`src/core/bcq_pkg.sv`:
```
`default_nettype none
package bcq_pkg;
  // ----------------------------------------
  // Bus geometry
  // ----------------------------------------
  localparam int unsigned AXI_AW = 8;
  localparam int unsigned AXI_DW = 32;
  localparam int unsigned PAGE_W = 6;
  localparam logic [1:0] RESP_OKAY = 2'h0;
  localparam logic [1:0] RESP_SLVERR = 2'h2;

  // ----------------------------------------
  // Register indices (byte address = 4 * index)
  // ----------------------------------------
  localparam logic [7:0] IDX_MODE = 8'h28;
  localparam logic [7:0] IDX_CTRL = 8'h29;
  localparam logic [7:0] IDX_CMPA = 8'h2a;
  localparam logic [7:0] IDX_CMPB = 8'h2b;
  localparam logic [7:0] IDX_STAT = 8'h30;
  localparam logic [7:0] IDX_CLR = 8'h31;
  localparam logic [7:0] IDX_IEN = 8'h32;

  // ----------------------------------------
  // Field positions and reset values
  // ----------------------------------------
  localparam int unsigned CTRL_AMH = 7;
  localparam int unsigned CTRL_AML = 6;
  localparam int unsigned CTRL_BMH = 5;
  localparam int unsigned CTRL_BML = 4;
  localparam int unsigned CTRL_ADE = 3;
  localparam int unsigned CTRL_ADV = 2;
  localparam int unsigned CTRL_BDE = 1;
  localparam int unsigned CTRL_BDV = 0;
  localparam logic [7:0] CTRL_RST = 8'h00;
  localparam int unsigned MODE_BKP = 0;
  localparam int unsigned MODE_FULL = 1;
  localparam logic [1:0] MODE_RST = 2'h0;
  localparam int unsigned CMP_W = 22;
  localparam int unsigned CMP_EXT_LSB = 16;
  localparam logic [21:0] CMP_RST = 22'h000000;
  localparam int unsigned IRQ_FIRST = 0;
  localparam int unsigned IRQ_SECOND = 1;
  localparam logic [1:0] IRQ_RST = 2'h0;

  // Byte address to register index
  function automatic logic [7:0] reg_index(input logic [7:0] a);
    return {2'h0, a[7:2]};
  endfunction
endpackage
`default_nettype wire

```
`src/core/bcq_addr_cmp.sv`:
```
`timescale 1ns/100ps
`default_nettype none
// Masked paged address compare with direction qualifier
module bcq_addr_cmp
  import bcq_pkg::*;
(
  input wire logic mask_high,
  input wire logic mask_low,
  input wire logic page_sel,
  input wire logic [5:0] cmp_ext,
  input wire logic [7:0] cmp_high,
  input wire logic [7:0] cmp_low,
  input wire logic [15:0] addr,
  input wire logic [5:0] page,
  input wire logic dir_en,
  input wire logic dir_val,
  input wire logic is_read,
  output logic match
);
  // ----------------------------------------
  // Byte enables from the mask pair
  // ----------------------------------------
  logic low_on;
  logic high_on;
  logic page_only;
  logic ext_ok;
  logic high_ok;
  logic low_ok;
  logic dir_ok;

  // Low mask clear means full compare whatever the high bit
  assign low_on = ~mask_low;
  assign high_on = ~mask_low | ~mask_high;
  assign page_only = mask_high & mask_low;

  // Paged 20-bit or plain 16-bit compare
  assign ext_ok = page_sel ? (cmp_ext == page) : ~page_only;
  assign high_ok = page_sel ? (cmp_high[5:0] == addr[13:8])
                            : (cmp_high == addr[15:8]);
  assign low_ok = cmp_low == addr[7:0];

  // Direction: 0 matches writes, 1 matches reads
  assign dir_ok = ~dir_en | (dir_val == is_read);

  assign match = ext_ok & (~high_on | high_ok) & (~low_on | low_ok)
                 & dir_ok;
endmodule // bcq_addr_cmp
`default_nettype wire

```
`src/core/bcq_breakpoint_qualifier.sv`:
```
`timescale 1ns/100ps
`default_nettype none
module bcq_breakpoint_qualifier
  import bcq_pkg::*;
(
  input wire logic SYS_CLK,
  input wire logic RESET_N,
  input wire logic CLK_EN,
  input wire logic [bcq_pkg::AXI_AW-1:0] S_AXI_AWADDR,
  input wire logic S_AXI_AWVALID,
  output logic S_AXI_AWREADY,
  input wire logic [bcq_pkg::AXI_DW-1:0] S_AXI_WDATA,
  input wire logic [3:0] S_AXI_WSTRB,
  input wire logic S_AXI_WVALID,
  output logic S_AXI_WREADY,
  output logic [1:0] S_AXI_BRESP,
  output logic S_AXI_BVALID,
  input wire logic S_AXI_BREADY,
  input wire logic [bcq_pkg::AXI_AW-1:0] S_AXI_ARADDR,
  input wire logic S_AXI_ARVALID,
  output logic S_AXI_ARREADY,
  output logic [bcq_pkg::AXI_DW-1:0] S_AXI_RDATA,
  output logic [1:0] S_AXI_RRESP,
  output logic S_AXI_RVALID,
  input wire logic S_AXI_RREADY,
  input wire logic [15:0] CPU_ADDR,
  input wire logic [15:0] CPU_DATA,
  input wire logic [bcq_pkg::PAGE_W-1:0] CPU_PAGE,
  input wire logic CPU_PAGE_SEL,
  input wire logic CPU_READ,
  input wire logic CPU_VALID,
  output logic FIRST_MATCH,
  output logic SECOND_MATCH,
  output logic IRQ
);
  import bcq_pkg::*;

  // ----------------------------------------
  // Declarations
  // ----------------------------------------
  logic aw_held_reg;
  logic w_held_reg;
  logic [7:0] aw_addr_reg;
  logic [31:0] w_data_reg;
  logic [3:0] w_strb_reg;
  logic bvalid_reg;
  logic [1:0] bresp_reg;
  logic rvalid_reg;
  logic [1:0] rresp_reg;
  logic [31:0] rdata_reg;
  logic [1:0] mode_reg;
  logic [7:0] ctrl_reg;
  logic [CMP_W-1:0] cmpa_reg;
  logic [CMP_W-1:0] cmpb_reg;
  logic [1:0] stat_reg;
  logic [1:0] ien_reg;
  logic first_reg;
  logic second_reg;
  logic [1:0] mode_next;
  logic [7:0] ctrl_next;
  logic [CMP_W-1:0] cmpa_next;
  logic [CMP_W-1:0] cmpb_next;
  logic [1:0] stat_next;
  logic [1:0] ien_next;

  // Byte-lane merge of a write into an old value
  function automatic logic [31:0] wmerge(input logic [31:0] old,
                                         input logic [31:0] val,
                                         input logic [3:0] strb);
    logic [31:0] r;
    r = old;
    for (int i = 0; i < 4; i++) begin
      if (strb[i]) begin
        r[i*8 +: 8] = val[i*8 +: 8];
      end
    end
    return r;
  endfunction

  // ----------------------------------------
  // AXI4-Lite handshakes
  // ----------------------------------------
  logic aw_hs;
  logic w_hs;
  logic ar_hs;
  logic wr_go;
  logic [7:0] w_idx;
  logic [7:0] r_idx;

  // Ready only while enabled so no beat is lost when frozen
  assign S_AXI_AWREADY = CLK_EN & ~aw_held_reg & ~bvalid_reg;
  assign S_AXI_WREADY = CLK_EN & ~w_held_reg & ~bvalid_reg;
  assign S_AXI_ARREADY = CLK_EN & ~rvalid_reg;
  assign aw_hs = S_AXI_AWVALID & S_AXI_AWREADY;
  assign w_hs = S_AXI_WVALID & S_AXI_WREADY;
  assign ar_hs = S_AXI_ARVALID & S_AXI_ARREADY;
  assign wr_go = aw_held_reg & w_held_reg & ~bvalid_reg;
  assign w_idx = reg_index(aw_addr_reg);
  assign r_idx = reg_index(S_AXI_ARADDR);
  assign S_AXI_BVALID = bvalid_reg;
  assign S_AXI_BRESP = bresp_reg;
  assign S_AXI_RVALID = rvalid_reg;
  assign S_AXI_RRESP = rresp_reg;
  assign S_AXI_RDATA = rdata_reg;

  // Write decode
  logic wr_mode;
  logic wr_ctrl;
  logic wr_cmpa;
  logic wr_cmpb;
  logic wr_clr;
  logic wr_ien;
  logic w_mapped;
  logic [31:0] w_merge_mode;
  logic [31:0] w_merge_ctrl;
  logic [31:0] w_merge_cmpa;
  logic [31:0] w_merge_cmpb;
  logic [31:0] w_merge_ien;
  logic [1:0] clr_bits;

  assign wr_mode = wr_go & (w_idx == IDX_MODE);
  assign wr_ctrl = wr_go & (w_idx == IDX_CTRL);
  assign wr_cmpa = wr_go & (w_idx == IDX_CMPA);
  assign wr_cmpb = wr_go & (w_idx == IDX_CMPB);
  assign wr_clr = wr_go & (w_idx == IDX_CLR);
  assign wr_ien = wr_go & (w_idx == IDX_IEN);
  assign w_mapped = (w_idx == IDX_MODE) | (w_idx == IDX_CTRL)
                    | (w_idx == IDX_CMPA) | (w_idx == IDX_CMPB)
                    | (w_idx == IDX_CLR) | (w_idx == IDX_IEN)
                    | (w_idx == IDX_STAT);
  assign w_merge_mode = wmerge({30'h0, mode_reg}, w_data_reg, w_strb_reg);
  assign w_merge_ctrl = wmerge({24'h0, ctrl_reg}, w_data_reg, w_strb_reg);
  assign w_merge_cmpa = wmerge({10'h0, cmpa_reg}, w_data_reg, w_strb_reg);
  assign w_merge_cmpb = wmerge({10'h0, cmpb_reg}, w_data_reg, w_strb_reg);
  assign w_merge_ien = wmerge({30'h0, ien_reg}, w_data_reg, w_strb_reg);
  assign clr_bits = (wr_clr & w_strb_reg[0]) ? w_data_reg[1:0] : 2'h0;

  // Next register values
  assign mode_next = wr_mode ? w_merge_mode[1:0] : mode_reg;
  assign cmpa_next = wr_cmpa ? w_merge_cmpa[CMP_W-1:0] : cmpa_reg;
  assign cmpb_next = wr_cmpb ? w_merge_cmpb[CMP_W-1:0] : cmpb_reg;
  assign ien_next = wr_ien ? w_merge_ien[1:0] : ien_reg;

  // First mask pair forced to zero whenever trace mode is in force
  logic [7:0] ctrl_wr;
  assign ctrl_wr = wr_ctrl ? w_merge_ctrl[7:0] : ctrl_reg;
  assign ctrl_next = mode_next[MODE_BKP] ? ctrl_wr
                     : {2'h0, ctrl_wr[5:0]};

  // Read mux
  logic [31:0] rd_mux;
  logic r_mapped;
  assign r_mapped = (r_idx == IDX_MODE) | (r_idx == IDX_CTRL)
                    | (r_idx == IDX_CMPA) | (r_idx == IDX_CMPB)
                    | (r_idx == IDX_CLR) | (r_idx == IDX_IEN)
                    | (r_idx == IDX_STAT);
  assign rd_mux = (r_idx == IDX_MODE) ? {30'h0, mode_reg}
                : (r_idx == IDX_CTRL) ? {24'h0, ctrl_reg}
                : (r_idx == IDX_CMPA) ? {10'h0, cmpa_reg}
                : (r_idx == IDX_CMPB) ? {10'h0, cmpb_reg}
                : (r_idx == IDX_STAT) ? {30'h0, stat_reg}
                : (r_idx == IDX_IEN) ? {30'h0, ien_reg}
                : 32'h0;

  // Write channel state
  always_ff @(posedge SYS_CLK or negedge RESET_N) begin
    if (!RESET_N) begin
      aw_held_reg <= 1'b0;
      w_held_reg <= 1'b0;
      aw_addr_reg <= 8'h00;
      w_data_reg <= 32'h0;
      w_strb_reg <= 4'h0;
      bvalid_reg <= 1'b0;
      bresp_reg <= RESP_OKAY;
    end else if (CLK_EN) begin
      if (aw_hs) begin
        aw_held_reg <= 1'b1;
        aw_addr_reg <= S_AXI_AWADDR;
      end else if (wr_go) begin
        aw_held_reg <= 1'b0;
      end
      if (w_hs) begin
        w_held_reg <= 1'b1;
        w_data_reg <= S_AXI_WDATA;
        w_strb_reg <= S_AXI_WSTRB;
      end else if (wr_go) begin
        w_held_reg <= 1'b0;
      end
      if (wr_go) begin
        bvalid_reg <= 1'b1;
        bresp_reg <= w_mapped ? RESP_OKAY : RESP_SLVERR;
      end else if (S_AXI_BREADY) begin
        bvalid_reg <= 1'b0;
      end
    end
  end

  // Read channel state
  always_ff @(posedge SYS_CLK or negedge RESET_N) begin
    if (!RESET_N) begin
      rvalid_reg <= 1'b0;
      rresp_reg <= RESP_OKAY;
      rdata_reg <= 32'h0;
    end else if (CLK_EN) begin
      if (ar_hs) begin
        rvalid_reg <= 1'b1;
        rdata_reg <= rd_mux;
        rresp_reg <= r_mapped ? RESP_OKAY : RESP_SLVERR;
      end else if (S_AXI_RREADY) begin
        rvalid_reg <= 1'b0;
      end
    end
  end

  // ----------------------------------------
  // Comparator qualification
  // ----------------------------------------
  logic trace_mode;
  logic full_mode;
  logic b_mh;
  logic b_ml;
  logic a_match;
  logic b_match;
  logic data_ok;
  logic first_hit;
  logic second_hit;

  assign trace_mode = ~mode_reg[MODE_BKP];
  assign full_mode = mode_reg[MODE_FULL];

  // Second mask steers addresses only in breakpoint dual, neither in trace nor in full mode
  assign b_mh = ~trace_mode & ~full_mode & ctrl_reg[CTRL_BMH];
  assign b_ml = ~trace_mode & ~full_mode & ctrl_reg[CTRL_BML];

  // First address comparator, masks held at zero in trace mode
  bcq_addr_cmp u_cmp_a (
    .mask_high(ctrl_reg[CTRL_AMH]),
    .mask_low(ctrl_reg[CTRL_AML]),
    .page_sel(CPU_PAGE_SEL),
    .cmp_ext(cmpa_reg[CMP_EXT_LSB +: PAGE_W]),
    .cmp_high(cmpa_reg[15:8]),
    .cmp_low(cmpa_reg[7:0]),
    .addr(CPU_ADDR),
    .page(CPU_PAGE),
    .dir_en(ctrl_reg[CTRL_ADE]),
    .dir_val(ctrl_reg[CTRL_ADV]),
    .is_read(CPU_READ),
    .match(a_match)
  );

  // Second address comparator, used in trace and breakpoint dual, not in full mode
  bcq_addr_cmp u_cmp_b (
    .mask_high(b_mh),
    .mask_low(b_ml),
    .page_sel(CPU_PAGE_SEL),
    .cmp_ext(cmpb_reg[CMP_EXT_LSB +: PAGE_W]),
    .cmp_high(cmpb_reg[15:8]),
    .cmp_low(cmpb_reg[7:0]),
    .addr(CPU_ADDR),
    .page(CPU_PAGE),
    .dir_en(ctrl_reg[CTRL_BDE]),
    .dir_val(ctrl_reg[CTRL_BDV]),
    .is_read(CPU_READ),
    .match(b_match)
  );

  // Data bytes in full mode; second extended bits never used
  assign data_ok = (ctrl_reg[CTRL_BMH] | (CPU_DATA[15:8] == cmpb_reg[15:8]))
                 & (ctrl_reg[CTRL_BML] | (CPU_DATA[7:0] == cmpb_reg[7:0]));

  // All qualifiers in one bus cycle
  assign first_hit = CPU_VALID & a_match & (~full_mode | data_ok);
  assign second_hit = CPU_VALID & ~full_mode & b_match;

  // ----------------------------------------
  // Registers, match outputs and interrupt
  // ----------------------------------------
  // Set beats a clear in the same cycle
  assign stat_next = (stat_reg & ~clr_bits) | {second_hit, first_hit};

  always_ff @(posedge SYS_CLK or negedge RESET_N) begin
    if (!RESET_N) begin
      mode_reg <= MODE_RST;
      ctrl_reg <= CTRL_RST;
      cmpa_reg <= CMP_RST;
      cmpb_reg <= CMP_RST;
      stat_reg <= IRQ_RST;
      ien_reg <= IRQ_RST;
      first_reg <= 1'b0;
      second_reg <= 1'b0;
    end else if (CLK_EN) begin
      mode_reg <= mode_next;
      ctrl_reg <= ctrl_next;
      cmpa_reg <= cmpa_next;
      cmpb_reg <= cmpb_next;
      stat_reg <= stat_next;
      ien_reg <= ien_next;
      first_reg <= first_hit;
      second_reg <= second_hit;
    end
  end

  assign FIRST_MATCH = first_reg;
  assign SECOND_MATCH = second_reg;
  assign IRQ = |(stat_reg & ien_reg);

  // ----------------------------------------
  // Assertions
  // ----------------------------------------
  property p_trace_mask;
    @(posedge SYS_CLK) disable iff (!RESET_N)
    (CLK_EN && !mode_next[MODE_BKP]) |=> (ctrl_reg[7:6] == 2'h0);
  endproperty
  a_trace_mask: assert property (p_trace_mask)
    else $error("first mask pair not held at zero in trace mode");

  property p_full_no_second;
    @(posedge SYS_CLK) disable iff (!RESET_N)
    (CLK_EN && full_mode) |=> !SECOND_MATCH;
  endproperty
  a_full_no_second: assert property (p_full_no_second)
    else $error("second match reported in full mode");

  property p_need_valid;
    @(posedge SYS_CLK) disable iff (!RESET_N)
    (CLK_EN && !CPU_VALID) |=> (!FIRST_MATCH && !SECOND_MATCH);
  endproperty
  a_need_valid: assert property (p_need_valid)
    else $error("match without a bus cycle");

  property p_dir_write;
    @(posedge SYS_CLK) disable iff (!RESET_N)
    (CLK_EN && ctrl_reg[CTRL_ADE] && !ctrl_reg[CTRL_ADV] && CPU_READ)
      |=> !FIRST_MATCH;
  endproperty
  a_dir_write: assert property (p_dir_write)
    else $error("write-only qualifier matched a read");

  property p_data_bytes;
    @(posedge SYS_CLK) disable iff (!RESET_N)
    (CLK_EN && full_mode && ctrl_reg[5:4] == 2'h0
      && CPU_DATA != cmpb_reg[15:0]) |=> !FIRST_MATCH;
  endproperty
  a_data_bytes: assert property (p_data_bytes)
    else $error("full mode matched with differing data");

  property p_page_only;
    @(posedge SYS_CLK) disable iff (!RESET_N)
    (CLK_EN && ctrl_reg[7:6] == 2'h3 && !CPU_PAGE_SEL) |=> !FIRST_MATCH;
  endproperty
  a_page_only: assert property (p_page_only)
    else $error("page-only mask matched without a page");

  property p_plain16;
    @(posedge SYS_CLK) disable iff (!RESET_N)
    (CLK_EN && CPU_VALID && mode_reg == 2'h1 && !ctrl_reg[CTRL_BDE]
      && !ctrl_reg[CTRL_BML] && !CPU_PAGE_SEL
      && CPU_ADDR == cmpb_reg[15:0]) |=> SECOND_MATCH;
  endproperty
  a_plain16: assert property (p_plain16)
    else $error("16-bit compare missed");

  property p_paged20;
    @(posedge SYS_CLK) disable iff (!RESET_N)
    (CLK_EN && CPU_VALID && !full_mode && !ctrl_reg[CTRL_BDE]
      && (trace_mode || !ctrl_reg[CTRL_BML]) && CPU_PAGE_SEL
      && CPU_PAGE == cmpb_reg[21:16]
      && CPU_ADDR[13:0] == cmpb_reg[13:0]) |=> SECOND_MATCH;
  endproperty
  a_paged20: assert property (p_paged20)
    else $error("20-bit paged compare missed");

  property p_range256;
    @(posedge SYS_CLK) disable iff (!RESET_N)
    (CLK_EN && CPU_VALID && mode_reg == 2'h1 && !ctrl_reg[CTRL_BDE]
      && ctrl_reg[5:4] == 2'h1 && !CPU_PAGE_SEL
      && CPU_ADDR[15:8] == cmpb_reg[15:8]) |=> SECOND_MATCH;
  endproperty
  a_range256: assert property (p_range256)
    else $error("256-byte range compare missed");

  property p_set_wins;
    @(posedge SYS_CLK) disable iff (!RESET_N)
    (CLK_EN && first_hit) |=> stat_reg[IRQ_FIRST];
  endproperty
  a_set_wins: assert property (p_set_wins)
    else $error("first match lost from status");

  c_full_hit: cover property (@(posedge SYS_CLK) disable iff (!RESET_N)
    full_mode && FIRST_MATCH);
  c_second_hit: cover property (@(posedge SYS_CLK) disable iff (!RESET_N)
    SECOND_MATCH);
  c_irq: cover property (@(posedge SYS_CLK) disable iff (!RESET_N)
    IRQ && wr_clr);
endmodule // bcq_breakpoint_qualifier
`default_nettype wire

```
`config.mk`:
```
export PLATFORM = sky130hd
export DESIGN_NAME = bcq_breakpoint_qualifier
export DESIGN_NICKNAME = d
export VERILOG_FILES = /design/src/core/bcq_pkg.sv /design/src/core/bcq_addr_cmp.sv /design/src/core/bcq_breakpoint_qualifier.sv
export SDC_FILE = /design/constraint.sdc
export NUM_CORES = 1
export LEC_CHECK = 0
export ABC_AREA = 1
export BUFFER_PORTS_ARGS = -buffer_cell sky130_fd_sc_hd__buf_4
export CAP_MARGIN = 10
export CORE_ASPECT_RATIO = 0.8
export CORE_MARGIN = 2
export CORE_UTILIZATION = 35
export CTS_BUF_LIST = sky130_fd_sc_hd__clkbuf_8
export CTS_CLUSTER_SIZE = 12
export DETAILED_ROUTE_END_ITERATION = 8
export PLACE_DENSITY = 0.61
export SLEW_MARGIN = 25
export SYNTH_ARGS = -nofsm -noshare
export SYNTH_HDL_FRONTEND = slang
export SYNTH_SLANG_ARGS = --single-unit
```
`constraint.sdc`:
```
create_clock -name SYS_CLK -period 3.55 [get_ports SYS_CLK]
set_input_delay 0.71 -clock SYS_CLK [delete_from_list [all_inputs] [get_ports SYS_CLK]]
set_output_delay 0.71 -clock SYS_CLK [all_outputs]
set_load 0.01 [all_outputs]
```
# ---- After elaboration in Yosys (flattened, before gate mapping)
# Index checks and enable logic that the tools add are counted.
dict set report classes {
  n_mux 25
  bitwise_logic 75
  reduce_logical 22
  eq_ne 28
}
# cell n
set ops {}
lappend ops {{$mux 22} 4}
lappend ops {{$eq 6x6->1 const B} 14}
lappend ops {{$eq 8x8->1} 6}
lappend ops {{$and 1x1->1} 33}
lappend ops {{$reduce_and 3->1} 9}
lappend ops {{$eq 6x6->1} 4}
lappend ops {{$mux 8} 3}
lappend ops {{$or 1x1->1} 23}
lappend ops {{$reduce_and 2->1} 8}
lappend ops {{$not 1->1} 15}
lappend ops {{$mux 1} 13}
lappend ops {{$mux 2} 5}
lappend ops {{$reduce_bool 2->1} 4}
lappend ops {{$and 2x2->2} 2}
lappend ops {{$eq 1x1->1} 2}
lappend ops {{$ne 2x1->1 const B} 1}
lappend ops {{$ne 2x2->1 const B} 1}
lappend ops {{$not 2->2} 1}
lappend ops {{$or 2x2->2} 1}
lappend ops {{$reduce_or 2->1} 1}
dict set report totals {
  wordCells 174
  out_inout_bits 44
  ff_bits 133
}

# ---- Depth between registers and ports, before layout
dict set report logic_depth {
  word_depth 12
  depth_mapped 11
  ltp_nobuf 11
}

# ---- By module
# From an unflattened synthesis, not the netlist that was laid out.
dict set report unflattened {
  cells_unflattened 813
  hier_area_um2 6352.3
}
# module area_per_inst_um2 seq_area_each_um2 cells_per_inst instances
set by_module_without_submodules {}
lappend by_module_without_submodules {bcq_breakpoint_qualifier 5546.6 2977.9 633 1}
lappend by_module_without_submodules {bcq_addr_cmp 402.9 0.0 90 2}

# ---- Worst setup path after synthesis
# No wires, ideal clock.
dict set report synth_path {
  path_kind {input port to output port}
  startpoint {input port CLK_EN}
  endpoint {output port S_AXI_AWREADY}
  path_buffers 1
  t_arrival_ps 1223
  stages 3
  path_slack_ps 1617
  cell_sequence {buf_4 inv_2 nor3_1}
}
dict set report synth_between {
  elab_chain_len 2
}
# element line_no
set synth_rtl {}
lappend synth_rtl {{start, declared} bcq_breakpoint_qualifier.sv:8} ;# input wire logic CLK_EN,
lappend synth_rtl {{$and 1x1->1 (2 in series)} bcq_breakpoint_qualifier.sv:91} ;# assign S_AXI_AWREADY = CLK_EN & ~aw_held_reg & ~bvalid_reg;
lappend synth_rtl {{end, declared} bcq_breakpoint_qualifier.sv:11} ;# output logic S_AXI_AWREADY,
# No other way between the ends.

# ---- Final worst setup path
# Same ends and word-level chain as after synthesis.

==> results list <==
- Worst flop-to-flop path endpoint: ctrl_reg[7]$_DFFE_PN0P_
* Finished layout cell area: a little under 8000 µm²
- Clk buf depth: 2
- Highest ir drop seen on vdd: about 0.00034 V
* Number of distinct standard cells referenced by the synthesized netlist: 35
- Worst EP required: around 2.8 ns
* Share of the clock period used by the worst path after layout: approximately 60%
- The share of total power dissipated in combinational logic is about 25%.
- Synth Warn #: 0
- The worst setup path is launched from an input pin.
- Power density over cell area: 552.7 nW/µm²
- In the routed design, unresolved DRC markers number 0.
- Once the clock tree was built, the resizer swapped 0 gates to a different size.
* Worst Hold Margin: around 0.31 ns
- For this run, the share of the core covered by cells in the final layout is 44.23%.
- The critical path in this run is classified as input pin to output pin.
* Starting utilization of the core area: between 30% and 40%
* RSZ-0062 raised after global routing: no
- In the layout the commonest cells are nand2_1, buf_4, dfrtp_1.
- Summing all placed instances gives a cell area of approximately 7300 µm².
- Static Leakage: around 4.0 nW
* Status: finished clean
- Measured against its own limit, the worst slew margin works out to about half.
- On the final layout, the worst clock skew is ~0.01 ns.
- Final Net Count: around 1000
* Class of the worst hold path: input pin to async pin
- The worst path meets setup with 1.430 ns of slack.
- Before CTS, the worst setup slack after placement is about 1.2 ns.
- Die area: approximately 19000 µm²
- Number of cell instances on the worst register-to-register path: 8
- Finished Layout Cells: 1163
- CTS tree: done
- After clock tree synthesis, the clock-pin slew on the worst setup and hold paths is around 0.070 ns.
* Launch point of the worst reg-to-reg path: S_AXI_BVALID$_DFFE_PN0P_
* Detailed Route WL: between 15 and 20 mm
- Buffers inserted by post-CTS timing repair: 0
- Per report_power, the clock group accounts for 31.0% of the total.
- Summing internal, switching and leakage power gives around 4.3 mW.
- Fraction of layout instances using a drive strength above 1: 22.39%
- Endpoint kind of the worst setup timing path: output pin
- Antenna diode instance count: 0
* Antenna violations before repair: 0
- Sequential share of power: between 40% and 50%
- In this run, synthesis produced a sequential element count of ~120.
* Input/output buffers: between 100 and 150
- Overflow after GRT: 0
* First DRT Iteration DRCs: between 300 and 400
- Proportion of total power due to net switching: approximately a third
- Cell-internal power: 2.865 mW
- Fraction of the yosys area taken by sequential cells: between 40% and 50%
- Worst Max-Slew Pin Slew: approximately 0.73 ns
* TNS Setup: 0 ns
* Final ANT Viol Nets: 0
- Entering global routing, the biggest net connects 55 pins.
* Post-detail-place hpwl: 12.50 mm
- The H-tree generated during clock tree synthesis spans 4 levels.
- Later-pin clock latency in the skew report: ~0.44 ns
- Root buffer selected by CTS: clkbuf_8
* Number of pins exceeding their max-slew limit in the final report: 0
- In this run the worst path has a maximum fanout of 10.
- Number of endpoints with negative hold slack in the final report: 0
- Number of rows created at floorplan: 43
- Routed vias/inst: 4.617
* Most frequent standard cell in the layout excluding fill and tap cells: nand2_1
- Avg Synthesized Cell Area: 7.846 µm²
* Chip Width: approximately 150 µm
- The floorplan step set the die height to between 100 and 150 µm.
- Overall routing resource usage: around 18%
- The cell count after synthesis came out at between 800 and 900.
* Post-synthesis to final-layout area growth: 22.68%
* Number of top-level pins: roughly 150
* Final critical-path required period: 2.120 ns
* 1st-pass router iterations: 5
- Number of setup violations in the final report: 0
* Routability Congestion: 0.8990
* Vias after detailed routing: between 5000 and 6000
- DP Cell Count: approximately 1100
- After detailed routing, the average wire length per cell comes to between 10 and 15 µm.
* Maximum clock frequency: between 400 and 500 MHz
- Fill count: 1835
- Via count of the first global-routing pass: around 5200
* Post-Synthesis Cell Area: ~6300 µm²
- Number of CTS-inserted buffers: 17
* R2r setup slk: 1.72 ns
* Worst path arrival time: approximately 1.4 ns
- Max-cap violations in this run came to 0.
* Total clock sinks: roughly 120
- Placeable core area: 17540 µm²
* Wire length of the first global-routing pass: 27.35 mm
- Switching power of the nets: approximately 1.4 mW
- For this design, the CTS-stage hold fixing added 0 buffers.
## power groups by stage
stage | Clock, mW | Combinational, mW | Sequential [mW]
3_3_place_gp | 0 | 1.06 | 1.91
6_report | 1.33 | 1.07 | 1.89
4_1_cts | 1.36 | 1.09 | 1.89
2_1_floorplan | 0 | 0.752 | 1.86
5_1_grt | 1.42 | 1.24 | 1.93
3_5_place_dp | 0 | 1.08 | 1.92
## worst max-delay path by stage
stage | start | endpoint | slack (ns) | cells past startpoint
after floorplan | CLK_EN | S_AXI_AWREADY | 1.62 | 3
after global placement | S_AXI_ARADDR[4] | S_AXI_RDATA[7]$_DFFE_PN0P_ | 1.23 | 8
after detailed placement | S_AXI_ARADDR[4] | S_AXI_RDATA[7]$_DFFE_PN0P_ | 1.22 | 8
after CTS | CLK_EN | S_AXI_AWREADY | 1.40 | 4
after global routing | CLK_EN | S_AXI_AWREADY | 1.35 | 4
final | CLK_EN | S_AXI_AWREADY | 1.43 | 4
## worst max-delay path, cell delays in order
cell and delay (ns):
buf_4 0.17, inv_2 0.11, nor3_1 0.24, buf_4 0.18
## synth_stat cells (all sizes together)
master  count  share of area, %
o211ai      2              0.24
nand2     264                16
a22o        1              0.14
a22oi       1              0.12
xor2        9               1.2
a21oi      36               2.8
xnor2      21               2.9
o21a        1              0.12
clkbuf      4              0.24
dfrtp     119                47
o22ai      10              0.99
nand4       4              0.40
buf        29               3.4
mux2        4              0.71
nor2       75               4.9
or2         4              0.40
nor3        4              0.49
clkinv      1             0.079
nand3      28               2.8
o21ai      86               8.5
conb        1             0.059
inv       102               6.1
## kinds of logic (layout without fill, tap and decap cells)
logic type / count (synthesis) / after routing / synth area share, %
DFF: 119 / 119 / 47.09
other: 1 / 12 / 0.05930
xor gates and xnor gates: 30 / 30 / 4.155
buffers and inverters: 136 / 257 / 9.794
AOI/OAI and AO/OA: 137 / 137 / 12.98
and+or+nand+nor: 379 / 379 / 25.21
muxes: 4 / 4 / 0.7123
## metal layers
metal / routed length, µm / vias up / GRT usage [%]
met5: 0 / - / 0
met4: 280 / 0 / 5.174
met3: 1043 / 20 / 4.636
met2: 6987 / 154 / 26.72
met1: 8391 / 2454 / 26.83
li1: - / 2742 / -
## layout make-up
type                       count  area [µm²]  share of cell area [%]
timing repair buffer         122       915.9                   11.81
clock inverter                13       162.7                   2.097
tap                          225       281.5                   3.629
clock buffer                  19       261.5                   3.371
sequential                   119        2978                   38.39
multi-input combinational    562        2770                   35.71
inverter                     103       387.9                   5.000
Power figures use the tool's default switching activity.
